<file path="config.mk">
export PLATFORM = sky130hd
export DESIGN_NAME = gpps_top
export DESIGN_NICKNAME = d
export VERILOG_FILES = /design/src/gpps_pin_cell.v /design/src/gpps_reset_pin.v /design/src/gpps_top.v
export VERILOG_INCLUDE_DIRS = /design/src
export SDC_FILE = /design/constraint.sdc
export NUM_CORES = 1
export LEC_CHECK = 0
export ABC_AREA = 0
export BUFFER_PORTS_ARGS = -buffer_cell sky130_fd_sc_hd__buf_4
export CORE_MARGIN = 4
export CORE_UTILIZATION = 50
export CTS_BUF_LIST = sky130_fd_sc_hd__clkbuf_2
export DETAILED_ROUTE_END_ITERATION = 10
export MAX_ROUTING_LAYER = met4
export PLACE_DENSITY = 0.93
export SLEW_MARGIN = 30
export SYNTH_ARGS = -nofsm -noshare
export SYNTH_HDL_FRONTEND = slang
export SYNTH_SLANG_ARGS = --single-unit
</file>
<file path="constraint.sdc">
create_clock -name clk -period 5.6 [get_ports clk]
set_clock_uncertainty 0.2 [all_clocks]
set_input_delay 1.12 -clock clk [delete_from_list [all_inputs] [get_ports clk]]
set_output_delay 1.12 -clock clk [all_outputs]
set_load 0.03 [all_outputs]
</file>
<file path="src/gpps_defines.vh">
// constants for the shared-pin port block
// Functional notes
// - each six-bit port pin is set and read on its own
// - every pin driver selectable open-drain or push-pull by software bit
// - six-bit port input read as skip decision on a selected bit
// - six-bit port bits 2 and 3 have switchable pull-up and wakeup
// - nibble port a is 4-bit I/O with per-bit driver type
// - nibble port a has switchable pull-up and key-on wakeup
// - nibble port b is 4-bit with pull-up, wakeup, driver type
// - pair port a is 2-bit with pull-up, wakeup, driver type
// - pair port b is 2-bit with per-bit driver type
// - nibble a bits 0,1,2 shared with serial in, out, clock
// - nibble b bits 1,2,3 shared with counter one, zero, irq
// - analog inputs 0..5 on pair a, pair b, six-bit bits 2,3
// - counter pin zero clocks timer 2, outputs timer 1 PWM
// - counter pin one clocks timer 1, outputs timer 2 PWM
// - irq pin takes interrupts, with switchable key-on wakeup
// - nibble a bit 0 stays full I/O during serial input use
// - nibble a bit 1 input still reads pin under serial output
// - nibble a bit 2 input still reads pin under serial clock
// - nibble b bit 1 readable as counter out, full I/O as counter in
// - nibble b bit 2 readable as counter out, full I/O as counter in
// - nibble b bit 3 stays full I/O during irq use
// - analog-shared bits remain digital I/O while analog is used
// - any reset source drives the open-drain reset pin low
`ifndef GPPS_DEFINES_VH
`define GPPS_DEFINES_VH
`define GPPS_SIX_W 6
`define GPPS_NIB_W 4
`define GPPS_PAIR_W 2
`define GPPS_LATCH_RST 1'b1
`define GPPS_CFG_RST 1'b0
`define GPPS_SER_IN_BIT 0
`define GPPS_SER_OUT_BIT 1
`define GPPS_SER_CLK_BIT 2
`define GPPS_CNT1_BIT 1
`define GPPS_CNT0_BIT 2
`define GPPS_IRQ_BIT 3
`define GPPS_SIX_KEY_LO 2
`define GPPS_SIX_KEY_HI 3
`define GPPS_AN_W 6
`endif

</file>
<file path="src/gpps_pin_cell.v">
// one port bit: output latch, driver type, pull-up and wakeup enables
`timescale 1ns/1ps
`include "gpps_defines.vh"
module gpps_pin_cell #(
    parameter HAS_PULL = 1
) (
    clk,
    rstSync_b,
    latchWe,
    latchWd,
    cfgWe,
    pushPullWd,
    pullWd,
    wakeWd,
    altOutEn,
    altOut,
    pinIn,
    pinOut,
    pinOe_b,
    pullOn,
    wakeEn,
    wakeHit
);
    input wire clk;
    input wire rstSync_b;
    input wire latchWe;
    input wire latchWd;
    input wire cfgWe;
    input wire pushPullWd;
    input wire pullWd;
    input wire wakeWd;
    input wire altOutEn;
    input wire altOut;
    input wire pinIn;
    output reg pinOut;
    output wire pinOe_b;
    output reg pullOn;
    output wire wakeEn;
    output wire wakeHit;

    reg latch_ff;
    reg pushPull_ff;
    reg pull_ff;
    reg wake_ff;
    wire drvLevel;

    always @(posedge clk or negedge rstSync_b) begin
        if (!rstSync_b) begin
            latch_ff <= `GPPS_LATCH_RST;
            pushPull_ff <= `GPPS_CFG_RST;
            pull_ff <= `GPPS_CFG_RST;
            wake_ff <= `GPPS_CFG_RST;
        end else begin
            if (latchWe) begin
                latch_ff <= latchWd;
            end
            if (cfgWe) begin
                pushPull_ff <= pushPullWd;
                pull_ff <= (HAS_PULL != 0) & pullWd;
                wake_ff <= (HAS_PULL != 0) & wakeWd;
            end
        end
    end

    // alternate function output is ANDed with the latch, so keep latch 1
    assign drvLevel = altOutEn ? (altOut & latch_ff) : latch_ff;

    always @* begin
        pinOut = drvLevel;
        pullOn = pull_ff;
    end

    // open-drain: drive only a low; push-pull: drive always
    assign pinOe_b = ~(pushPull_ff | ~drvLevel);
    assign wakeEn = wake_ff;
    // wakeup on low pin level whenever enabled, whatever the latch holds
    assign wakeHit = wake_ff & ~pinIn;
endmodule

</file>
<file path="src/gpps_reset_pin.v">
// open-drain reset pin driver and reset release synchroniser
`timescale 1ns/1ps
`include "gpps_defines.vh"
module gpps_reset_pin (
    clk,
    rst_b,
    swResetReq,
    wdtResetReq,
    vdropResetReq,
    porResetReq,
    rstSync_b,
    resetPinOut,
    resetPinOe_b
);
    input wire clk;
    input wire rst_b;
    input wire swResetReq;
    input wire wdtResetReq;
    input wire vdropResetReq;
    input wire porResetReq;
    output wire rstSync_b;
    output wire resetPinOut;
    output wire resetPinOe_b;

    reg sync1_ff;
    reg sync2_ff;

    always @(posedge clk or negedge rst_b) begin
        if (!rst_b) begin
            sync1_ff <= 1'b0;
            sync2_ff <= 1'b0;
        end else begin
            sync1_ff <= 1'b1;
            sync2_ff <= sync1_ff;
        end
    end

    assign rstSync_b = sync2_ff;
    assign resetPinOut = 1'b0;
    // open-drain: enable low pulls pin low on any reset source
    assign resetPinOe_b = ~(swResetReq | wdtResetReq | vdropResetReq |
        porResetReq | ~sync2_ff);
endmodule

</file>
<file path="src/gpps_top.v">
// shared-pin general-purpose ports: six-bit, two nibble, two pair ports
`timescale 1ns/1ps
`include "gpps_defines.vh"
module gpps_top #(
    parameter SIX_W = `GPPS_SIX_W,
    parameter NIB_W = `GPPS_NIB_W,
    parameter PAIR_W = `GPPS_PAIR_W
) (
    clk,
    rst_b,
    swResetReq,
    wdtResetReq,
    vdropResetReq,
    porResetReq,
    resetPinOut,
    resetPinOe_b,
    sixBitSetStb,
    sixBitClrStb,
    sixBitSel,
    sixBitCfgWe,
    sixBitPushPull,
    sixBitPull,
    sixBitWake,
    sixBitSkip,
    nibAWe,
    nibAWd,
    nibACfgWe,
    nibAPushPull,
    nibAPull,
    nibAWake,
    nibARd,
    nibBWe,
    nibBWd,
    nibBCfgWe,
    nibBPushPull,
    nibBPull,
    nibBWake,
    nibBRd,
    pairAWe,
    pairAWd,
    pairACfgWe,
    pairAPushPull,
    pairAPull,
    pairAWake,
    pairARd,
    pairBWe,
    pairBWd,
    pairBCfgWe,
    pairBPushPull,
    pairBRd,
    serDataOutEn,
    serDataOut,
    serClockOutEn,
    serClockOut,
    serDataIn,
    serClockIn,
    cntOneOutEn,
    cntOneOut,
    cntZeroOutEn,
    cntZeroOut,
    cntOneIn,
    cntZeroIn,
    extIrqIn,
    analogSamplePins,
    wakeupReq,
    sixBitPinIn,
    sixBitPinOut,
    sixBitPinOe_b,
    sixBitPullOn,
    nibAPinIn,
    nibAPinOut,
    nibAPinOe_b,
    nibAPullOn,
    nibBPinIn,
    nibBPinOut,
    nibBPinOe_b,
    nibBPullOn,
    pairAPinIn,
    pairAPinOut,
    pairAPinOe_b,
    pairAPullOn,
    pairBPinIn,
    pairBPinOut,
    pairBPinOe_b
);
    input wire clk;
    input wire rst_b;
    input wire swResetReq;
    input wire wdtResetReq;
    input wire vdropResetReq;
    input wire porResetReq;
    output wire resetPinOut;
    output wire resetPinOe_b;
    input wire sixBitSetStb;
    input wire sixBitClrStb;
    input wire [2:0] sixBitSel;
    input wire sixBitCfgWe;
    input wire [SIX_W-1:0] sixBitPushPull;
    input wire [SIX_W-1:0] sixBitPull;
    input wire [SIX_W-1:0] sixBitWake;
    output reg sixBitSkip;
    input wire nibAWe;
    input wire [NIB_W-1:0] nibAWd;
    input wire nibACfgWe;
    input wire [NIB_W-1:0] nibAPushPull;
    input wire [NIB_W-1:0] nibAPull;
    input wire [NIB_W-1:0] nibAWake;
    output reg [NIB_W-1:0] nibARd;
    input wire nibBWe;
    input wire [NIB_W-1:0] nibBWd;
    input wire nibBCfgWe;
    input wire [NIB_W-1:0] nibBPushPull;
    input wire [NIB_W-1:0] nibBPull;
    input wire [NIB_W-1:0] nibBWake;
    output reg [NIB_W-1:0] nibBRd;
    input wire pairAWe;
    input wire [PAIR_W-1:0] pairAWd;
    input wire pairACfgWe;
    input wire [PAIR_W-1:0] pairAPushPull;
    input wire [PAIR_W-1:0] pairAPull;
    input wire [PAIR_W-1:0] pairAWake;
    output reg [PAIR_W-1:0] pairARd;
    input wire pairBWe;
    input wire [PAIR_W-1:0] pairBWd;
    input wire pairBCfgWe;
    input wire [PAIR_W-1:0] pairBPushPull;
    output reg [PAIR_W-1:0] pairBRd;
    input wire serDataOutEn;
    input wire serDataOut;
    input wire serClockOutEn;
    input wire serClockOut;
    output wire serDataIn;
    output wire serClockIn;
    input wire cntOneOutEn;
    input wire cntOneOut;
    input wire cntZeroOutEn;
    input wire cntZeroOut;
    output wire cntOneIn;
    output wire cntZeroIn;
    output wire extIrqIn;
    output wire [`GPPS_AN_W-1:0] analogSamplePins;
    output reg wakeupReq;
    input wire [SIX_W-1:0] sixBitPinIn;
    output wire [SIX_W-1:0] sixBitPinOut;
    output wire [SIX_W-1:0] sixBitPinOe_b;
    output wire [SIX_W-1:0] sixBitPullOn;
    input wire [NIB_W-1:0] nibAPinIn;
    output wire [NIB_W-1:0] nibAPinOut;
    output wire [NIB_W-1:0] nibAPinOe_b;
    output wire [NIB_W-1:0] nibAPullOn;
    input wire [NIB_W-1:0] nibBPinIn;
    output wire [NIB_W-1:0] nibBPinOut;
    output wire [NIB_W-1:0] nibBPinOe_b;
    output wire [NIB_W-1:0] nibBPullOn;
    input wire [PAIR_W-1:0] pairAPinIn;
    output wire [PAIR_W-1:0] pairAPinOut;
    output wire [PAIR_W-1:0] pairAPinOe_b;
    output wire [PAIR_W-1:0] pairAPullOn;
    input wire [PAIR_W-1:0] pairBPinIn;
    output wire [PAIR_W-1:0] pairBPinOut;
    output wire [PAIR_W-1:0] pairBPinOe_b;

    wire rstSync_b;
    wire [SIX_W-1:0] sixWakeHit;
    wire [NIB_W-1:0] nibAWakeHit;
    wire [NIB_W-1:0] nibBWakeHit;
    wire [PAIR_W-1:0] pairAWakeHit;
    wire [NIB_W-1:0] nibAAltEn;
    wire [NIB_W-1:0] nibAAltOut;
    wire [NIB_W-1:0] nibBAltEn;
    wire [NIB_W-1:0] nibBAltOut;

    ////////////////////////////////////////////////////////////////////////
    gpps_reset_pin uRst (
        .clk(clk),
        .rst_b(rst_b),
        .swResetReq(swResetReq),
        .wdtResetReq(wdtResetReq),
        .vdropResetReq(vdropResetReq),
        .porResetReq(porResetReq),
        .rstSync_b(rstSync_b),
        .resetPinOut(resetPinOut),
        .resetPinOe_b(resetPinOe_b)
    );

    ////////////////////////////////////////////////////////////////////////
    // alternate outputs; serial input, counter input and irq use no driver
    assign nibAAltEn = {1'b0, serClockOutEn, serDataOutEn, 1'b0};
    assign nibAAltOut = {1'b1, serClockOut, serDataOut, 1'b1};
    assign nibBAltEn = {1'b0, cntZeroOutEn, cntOneOutEn, 1'b0};
    assign nibBAltOut = {1'b1, cntZeroOut, cntOneOut, 1'b1};

    // alternate inputs tapped straight from the pins
    assign serDataIn = nibAPinIn[`GPPS_SER_IN_BIT];
    assign serClockIn = nibAPinIn[`GPPS_SER_CLK_BIT];
    assign cntOneIn = nibBPinIn[`GPPS_CNT1_BIT];
    assign cntZeroIn = nibBPinIn[`GPPS_CNT0_BIT];
    assign extIrqIn = nibBPinIn[`GPPS_IRQ_BIT];
    assign analogSamplePins = {sixBitPinIn[`GPPS_SIX_KEY_HI],
        sixBitPinIn[`GPPS_SIX_KEY_LO], pairBPinIn, pairAPinIn};

    ////////////////////////////////////////////////////////////////////////
    genvar i;
    generate
        for (i = 0; i < SIX_W; i = i + 1) begin : gSix
            gpps_pin_cell #(
                .HAS_PULL((i == `GPPS_SIX_KEY_LO) || (i == `GPPS_SIX_KEY_HI))
            ) uCell (
                .clk(clk),
                .rstSync_b(rstSync_b),
                .latchWe((sixBitSetStb | sixBitClrStb) &&
                    (sixBitSel == i)),
                .latchWd(sixBitSetStb),
                .cfgWe(sixBitCfgWe),
                .pushPullWd(sixBitPushPull[i]),
                .pullWd(sixBitPull[i]),
                .wakeWd(sixBitWake[i]),
                .altOutEn(1'b0),
                .altOut(1'b1),
                .pinIn(sixBitPinIn[i]),
                .pinOut(sixBitPinOut[i]),
                .pinOe_b(sixBitPinOe_b[i]),
                .pullOn(sixBitPullOn[i]),
                .wakeEn(),
                .wakeHit(sixWakeHit[i])
            );
        end
        for (i = 0; i < NIB_W; i = i + 1) begin : gNib
            gpps_pin_cell #(.HAS_PULL(1)) uA (
                .clk(clk),
                .rstSync_b(rstSync_b),
                .latchWe(nibAWe),
                .latchWd(nibAWd[i]),
                .cfgWe(nibACfgWe),
                .pushPullWd(nibAPushPull[i]),
                .pullWd(nibAPull[i]),
                .wakeWd(nibAWake[i]),
                .altOutEn(nibAAltEn[i]),
                .altOut(nibAAltOut[i]),
                .pinIn(nibAPinIn[i]),
                .pinOut(nibAPinOut[i]),
                .pinOe_b(nibAPinOe_b[i]),
                .pullOn(nibAPullOn[i]),
                .wakeEn(),
                .wakeHit(nibAWakeHit[i])
            );
            gpps_pin_cell #(.HAS_PULL(1)) uB (
                .clk(clk),
                .rstSync_b(rstSync_b),
                .latchWe(nibBWe),
                .latchWd(nibBWd[i]),
                .cfgWe(nibBCfgWe),
                .pushPullWd(nibBPushPull[i]),
                .pullWd(nibBPull[i]),
                .wakeWd(nibBWake[i]),
                .altOutEn(nibBAltEn[i]),
                .altOut(nibBAltOut[i]),
                .pinIn(nibBPinIn[i]),
                .pinOut(nibBPinOut[i]),
                .pinOe_b(nibBPinOe_b[i]),
                .pullOn(nibBPullOn[i]),
                .wakeEn(),
                .wakeHit(nibBWakeHit[i])
            );
        end
        for (i = 0; i < PAIR_W; i = i + 1) begin : gPair
            gpps_pin_cell #(.HAS_PULL(1)) uA (
                .clk(clk),
                .rstSync_b(rstSync_b),
                .latchWe(pairAWe),
                .latchWd(pairAWd[i]),
                .cfgWe(pairACfgWe),
                .pushPullWd(pairAPushPull[i]),
                .pullWd(pairAPull[i]),
                .wakeWd(pairAWake[i]),
                .altOutEn(1'b0),
                .altOut(1'b1),
                .pinIn(pairAPinIn[i]),
                .pinOut(pairAPinOut[i]),
                .pinOe_b(pairAPinOe_b[i]),
                .pullOn(pairAPullOn[i]),
                .wakeEn(),
                .wakeHit(pairAWakeHit[i])
            );
            gpps_pin_cell #(.HAS_PULL(0)) uB (
                .clk(clk),
                .rstSync_b(rstSync_b),
                .latchWe(pairBWe),
                .latchWd(pairBWd[i]),
                .cfgWe(pairBCfgWe),
                .pushPullWd(pairBPushPull[i]),
                .pullWd(1'b0),
                .wakeWd(1'b0),
                .altOutEn(1'b0),
                .altOut(1'b1),
                .pinIn(pairBPinIn[i]),
                .pinOut(pairBPinOut[i]),
                .pinOe_b(pairBPinOe_b[i]),
                .pullOn(),
                .wakeEn(),
                .wakeHit()
            );
        end
    endgenerate

    ////////////////////////////////////////////////////////////////////////
    // registered pin reads, skip decision and wakeup request
    always @(posedge clk or negedge rstSync_b) begin
        if (!rstSync_b) begin
            sixBitSkip <= 1'b0;
            nibARd <= {NIB_W{1'b0}};
            nibBRd <= {NIB_W{1'b0}};
            pairARd <= {PAIR_W{1'b0}};
            pairBRd <= {PAIR_W{1'b0}};
            wakeupReq <= 1'b0;
        end else begin
            sixBitSkip <= (sixBitSel < SIX_W) ?
                sixBitPinIn[sixBitSel] : 1'b0;
            nibARd <= nibAPinIn;
            nibBRd <= nibBPinIn;
            pairARd <= pairAPinIn;
            pairBRd <= pairBPinIn;
            wakeupReq <= |{sixWakeHit, nibAWakeHit, nibBWakeHit,
                pairAWakeHit};
        end
    end
endmodule

</file>
==> flow_metrics.env, run 1 <==
export IMPL_status="complete, no violations"
export IMPL_clockBufferDepth=2
export IMPL_netlist_area_um2=3490
export IMPL_dr_pass1_iters=4
export IMPL_critPathMaxFanout=2
export IMPL_ir_drop_mv=0.179
export IMPL_postRouteAntennaNets=0
export IMPL_startpoint_type="input pin"
export IMPL_cts_buffers=9
export IMPL_placed_cells=472
export IMPL_drc=0
export IMPL_die_h_um=91.5
export IMPL_cp_required_ns=4.28
export IMPL_cp_slowest_cell="a21boi_0"
export IMPL_cts_setup_buffers=0
export IMPL_setup_viol_count_final=0
export IMPL_finalCritPeriodShare=0.557
export IMPL_drive_gt1_frac=0.669
export IMPL_routabilityCongestion=0.758
export IMPL_fin_crit_ns=3.12
export IMPL_finalHoldViolCount=0
export IMPL_rsz0062_at_grt="false"
export IMPL_p_leak_uw=0.00218
export IMPL_h_tree_depth=3
export IMPL_antenna_found_initial=0
export IMPL_synthDistinctLibCells=24
export IMPL_synthArstFlopShare=1.00
export IMPL_r2r_slack_ns=4.09
export IMPL_tritoncts="yes"
export IMPL_drtIter0Drc=42
export IMPL_criticalPathCategory="input pin to output pin"
export IMPL_ctsResizeCount=0
export IMPL_p_sw_uw=394
export IMPL_clockPowerShare=0.218
export IMPL_overflow=0
export IMPL_reg2regPathDepth=3
export IMPL_ios=187
export IMPL_p_comb_frac=0.272
export IMPL_clock_latency_ns=0.47
export IMPL_tns_ns=0
export IMPL_ys_ff_latch=76
export IMPL_die_x_um=91.5
export IMPL_rr_endpoint="wakeupReq"
export IMPL_synth_edf_count=0
export IMPL_wl_per_cell_um=15.2
export IMPL_wirelength_um=7420
export IMPL_slew_viol_final=0
export IMPL_fp_dieArea_um2=8370
export IMPL_fin_util=0.668
export IMPL_grt_pass1_wl_um=11800
export IMPL_cts_sinks=76
export IMPL_core_um2=6790
export IMPL_crit_path_end_kind="output pin"
export IMPL_cap_violations=0
export IMPL_hold_path_class="flip-flop to asynchronous set/reset pin"
export IMPL_seq_area_frac_synth=0.552
export IMPL_path_common_cell="buf_4"
export IMPL_port_buffers=173
export IMPL_slowest_delay_ns=0.23
export IMPL_grt_use_total=0.185
export IMPL_rr_startpoint="gNib[1].uB.wakeEn"
export IMPL_whs_ns=0.0309
export IMPL_power_switching_share=0.310
export IMPL_pwr_share_seq=0.510
export IMPL_dp_slack_ns=2.48
export IMPL_fin_ws_ns=2.48
export IMPL_worst_pin_slew_ns=0.526
export IMPL_critPathArrivalTime_ns=1.80
export IMPL_cts_hold_buf=0
export IMPL_p_per_area_nw_per_um2=280
export IMPL_antennaDiodeCount=0
export IMPL_grt_max_degree=76
export IMPL_crit_chain="buf_4 > a21boi_0 > nor2b_1 > buf_4"
export IMPL_vias=2282
export IMPL_start_util=0.513
export IMPL_max_freq_mhz=321
export IMPL_syn_inst=269
export IMPL_slew_headroom=0.640
export IMPL_clock_root_buffer="clkbuf_2"
export IMPL_final_nets=496
export IMPL_synth_area_per_cell_um2=13.0
export IMPL_clk_pin_slew_worst_paths_ns=0.21
export IMPL_ys_warn_count=0
export IMPL_internal_power_uw=877
export IMPL_synth_flop_cell="dfrtp_1"
export IMPL_row_count=30
export IMPL_grt_pass1_vias=2484
export IMPL_fin_cells=489
export IMPL_dp_hpwl_um=6040
export IMPL_syn2layout_area_growth_pct=30.2
export IMPL_vias_per_cell=4.67
-- layout make-up --
cell class                 count  area, µm²
clock buffer                   9       45.0
clock inverter                 7       57.6
fill                         505       2250
inverter                       7       26.3
multi-input combinational    120       1040
sequential                    76       1930
tap                           96        120
timing repair buffer         174       1330
-- through the flow --
step	power (µW)	area [µm²]
floorplan	910	3500
global placement	994	4410
detailed placement	1010	4410
CTS	1290	4510
global route	1340	4540
finish	1270	4540
-- flip-flops by register name (all words and copies together), names as in the netlist, 4 cells and up --
register,flops
gSix.uCell.pushPull_ff,6
gNib.uA.wakeEn,4
gNib.uB.pushPull_ff,4
gSix.uCell.latch_ff,6
nibBRd,4
nibARd,4
gNib.uA.latch_ff,4
gNib.uB.latch_ff,4
gNib.uA.pullOn,4
gNib.uB.wakeEn,4
gNib.uB.pullOn,4
gNib.uA.pushPull_ff,4
-- critical path: cells and delay by family --
| family | cells | cell delay, ns |
|---|---|---|
| buf+inv | 2 | 0.28 |
| simple gates | 1 | 0.17 |
| compound gates | 1 | 0.23 |
-- synth_stat cells (all sizes together) (2+ instances only) --
master / number / area share
nor2b: 28 / 0.050
dfstp: 18 / 0.14
a2111oi: 3 / 0.0075
buf: 68 / 0.15
o21ai: 6 / 0.0086
nor2: 2 / 0.0022
nand3: 3 / 0.0043
a21boi: 4 / 0.0086
o31ai: 2 / 0.0043
mux2: 55 / 0.18
a32o: 2 / 0.0057
dfrtp: 58 / 0.42
clkbuf: 2 / 0.0022
conb: 2 / 0.0022
inv: 7 / 0.0075
nand2b: 3 / 0.0054
-- routing by layer --
| metal | up-vias | track usage | part of all wire |
|---|---|---|---|
| li1 | 1073 | - | - |
| met2 | 121 | 0.327 | 0.54 |
| met4 | 0 | 0.0766 | 0.018 |
| met3 | 12 | 0.0439 | 0.082 |
| met5 | - | - | 0 |
| met1 | 1076 | 0.199 | 0.36 |
-- kinds of logic (layout without fill, tap and decap cells) --
family                 count (synthesis)  after routing  synth area share
other                                  2              6           0.00215
buffers and inverters                 77            197             0.155
and+or+nand+nor                       40             40            0.0689
muxes                                 57             57             0.187
AOI/OAI and AO/OA                     17             17            0.0348
DFF                                   76             76             0.552
-- cell usage in the layout (no fill, tap or decap), types with 2 or more instances in the layout --
cell type and n:
dfrtp_1 57, nor2_1 2, o21ai_0 6, inv_1 7
o31ai_1 2, a21boi_0 4, conb_1 6, clkbuf_2 9
clkinv_1 2, clkinv_2 4, a2111oi_0 3, nand3_1 3
a32o_1 2, nand2b_1 3, dfstp_2 18, buf_4 173
mux2_2 55, nor2b_1 28
-- worst max-delay path by stage --
stage / startpoint / endpoint / slack [ns] / cells after the start
after floorplan: uRst.rstSync_b / resetPinOe_b / 1.92 / 1
after global placement: cntZeroOutEn / nibBPinOe_b[2] / 2.47 / 4
after detailed placement: cntOneOutEn / nibBPinOe_b[1] / 2.48 / 4
after CTS: uRst.rstSync_b / resetPinOe_b / 2.21 / 2
after global routing: uRst.rstSync_b / resetPinOe_b / 2.30 / 3
final: cntOneOutEn / nibBPinOe_b[1] / 2.48 / 4
-- power groups by stage --
stage	clock network [µW]	registers, µW	logic (µW)
global route	314	657	366
global placement	0	662	332
floorplan	0	663	247
CTS	289	657	341
detailed placement	0	667	340
finish	277	648	345
No activity file was read; power rests on OpenSTA's default activity.
==> inputs of run 2 (changes only) <==
--- a/config.mk
+++ b/config.mk
@@ -9,11 +9,11 @@
 export ABC_AREA = 0
 export BUFFER_PORTS_ARGS = -buffer_cell sky130_fd_sc_hd__buf_4
 export CORE_MARGIN = 4
-export CORE_UTILIZATION = 50
+export CORE_UTILIZATION = 42
 export CTS_BUF_LIST = sky130_fd_sc_hd__clkbuf_2
 export DETAILED_ROUTE_END_ITERATION = 10
 export MAX_ROUTING_LAYER = met4
-export PLACE_DENSITY = 0.93
+export PLACE_DENSITY = 0.84
 export SLEW_MARGIN = 30
 export SYNTH_ARGS = -nofsm -noshare
 export SYNTH_HDL_FRONTEND = slang
==> constraint.sdc (replaced) <==
create_clock -name clk -period 2.55 [get_ports clk]
set_clock_uncertainty 0.2 [all_clocks]
set_input_delay 0.51 -clock clk [delete_from_list [all_inputs] [get_ports clk]]
set_output_delay 0.51 -clock clk [all_outputs]
set_load 0.03 [all_outputs]
==> run 2 against run 1 <==
Compared with the run above: register-to-register slack got worse by 3.1 ns; cell count up 16%; clock power rose to 3.1 times the previous value; setup slack lost 2.3 ns; via count grew 15%; critical path depth decreased by 1; sequential power up 120%; count of clock-buffer cells in the layout is 1 higher; combinational power grew to 2.5 times the previous value; die area is 17% higher; total power grew 150%; critical path type is now flip-flop to output pin; largest cell class is now buffers.
==> flow_metrics.env, run 2 (synthesis gave the netlist of run 1 again) <==
export IMPL_die_x_um=99.1
export IMPL_cts_buffers=9
export IMPL_fin_crit_ns=2.35
export IMPL_tns_ns=0
export IMPL_cp_required_ns=1.84
export IMPL_place_area_um2=4420
export IMPL_drive_gt1_frac=0.570
export IMPL_r2r_slack_ns=1.01
export IMPL_path_delay_family="flip-flops"
export IMPL_clock_latency_ns=0.50
export IMPL_grt_pass1_vias=3006
export IMPL_vias=2621
export IMPL_grt_pass1_wl_um=14400
export IMPL_overflow=0
export IMPL_layout_common_cells="buf_4 (173), dlygate4sd3_1 (72), dfrtp_1 (57)"
export IMPL_postRouteAntennaNets=0
export IMPL_syn2layout_area_growth_pct=52.3
export IMPL_p_per_area_nw_per_um2=591
export IMPL_max_freq_mhz=425
export IMPL_clock_root_buffer="clkbuf_2"
export IMPL_crit_buf_inv=1
export IMPL_crit_chain="a21boi_0 > nor2b_1 > buf_4"
export IMPL_port_buffers=173
export IMPL_fin_ws_ns=0.199
export IMPL_worst_pin_slew_ns=0.641
export IMPL_hold_path_class="input pin to flip-flop"
export IMPL_clk_pin_slew_worst_paths_ns=0.20
export IMPL_cp_slowest_cell="dfstp_2"
export IMPL_dr_pass1_iters=4
export IMPL_criticalPathCategory="flip-flop to output pin"
export IMPL_drtIter0Drc=22
export IMPL_wirelength_um=9090
export IMPL_cap_violations=0
export IMPL_slowest_delay_ns=0.57
export IMPL_grt_max_degree=75
export IMPL_placed_cells=479
export IMPL_cts_sinks=76
export IMPL_tritoncts="yes"
export IMPL_ir_drop_mv=0.340
export IMPL_vias_per_cell=4.62
export IMPL_ios=187
export IMPL_antenna_found_initial=0
export IMPL_finalCritPeriodShare=0.922
export IMPL_crit_path_end_kind="output pin"
export IMPL_finalHoldViolCount=0
export IMPL_fp_dieArea_um2=9820
export IMPL_startpoint_type="flip-flop"
export IMPL_dp_slack_ns=0.636
export IMPL_p_leak_uw=0.00250
export IMPL_post_route_cell_area_um2=5310
export IMPL_dp_hpwl_um=6060
export IMPL_final_nets=568
export IMPL_final_common_cell="buf_4"
export IMPL_slew_headroom=0.573
export IMPL_setup_viol_count_final=0
export IMPL_critPathArrivalTime_ns=1.64
export IMPL_status="complete, no violations"
export IMPL_critPathMaxFanout=2
export IMPL_die_h_um=99.1
export IMPL_clockBufferDepth=2
export IMPL_total_power_uw=3140
export IMPL_row_count=32
export IMPL_antennaDiodeCount=0
export IMPL_grt_use_total=0.193
export IMPL_start_util=0.442
export IMPL_fin_cells=567
export IMPL_routabilityCongestion=0.732
export IMPL_core_um2=7890
export IMPL_slew_viol_final=0
export IMPL_wl_per_cell_um=16.0
export IMPL_h_tree_depth=3
export IMPL_largestRegisters="gSix.uCell.latch_ff: 6 flops, gSix.uCell.pushPull_ff: 6 flops"
export IMPL_rsz0062_at_grt="false"
export IMPL_drc=0
[run 2: metal layers]
layer,part of all wire,vias up,track usage
li1,-,1216,-
met1,0.35,1258,0.195
met2,0.55,122,0.351
met3,0.060,25,0.0449
met4,0.037,0,0.0903
met5,0,-,-
[run 2: stage by stage]
step,hold WS (ns),util
2_1_floorplan,0.0144,-
3_3_place_gp,0.102,0.561
3_5_place_dp,0.100,0.561
4_1_cts,0.00367,0.670
5_1_grt,0.00690,0.673
6_report,0.0758,0.673
[run 2: what timing repair did]
action                                 in CTS  in global routing
hold buffers                               70                  2
resized for setup                           0                  2
setup buffers                               0                  0
setup endpoints to repair                   0                  2
endpoints found under the hold margin      68                  2
[run 2: path summary, 6_finish.rpt]
kind / startpoint / end / cells after the start
min in group asynchronous: rst_b / uRst.rstSync_b / 2
hold reg to reg: uRst.sync1_ff / uRst.rstSync_b / 0
setup / recovery: gNib[1].uA.latch_ff / nibAPinOe_b[1] / 3
max in group asynchronous: uRst.rstSync_b / pairBRd[0] / 1
hold / removal: pairBCfgWe / gPair[1].uB.pushPull_ff / 2
setup reg to reg: gSix[0].uCell.latch_ff / gSix[0].uCell.latch_ff / 3
[run 2: power by group]
part / internal (µW) / total (µW) / switching [µW]
Sequential: 1350 / 1420 / 64.0
Combinational: 433 / 868 / 435
Clock: 429 / 854 / 425
[run 2: layout make-up]
class	count	area, µm²
clock buffer	10	50.0
clock inverter	6	111
fill	556	2580
inverter	7	26.3
multi-input combinational	120	1040
sequential	76	1930
tap	102	128
timing repair buffer	246	2030
[run 2: worst reg2reg max path, cell delays in order, from the launching register on]
cell           delay, ns
dfstp_2             0.60
o31ai_1             0.07
o31ai_1             0.06
dlygate4sd3_1       0.58
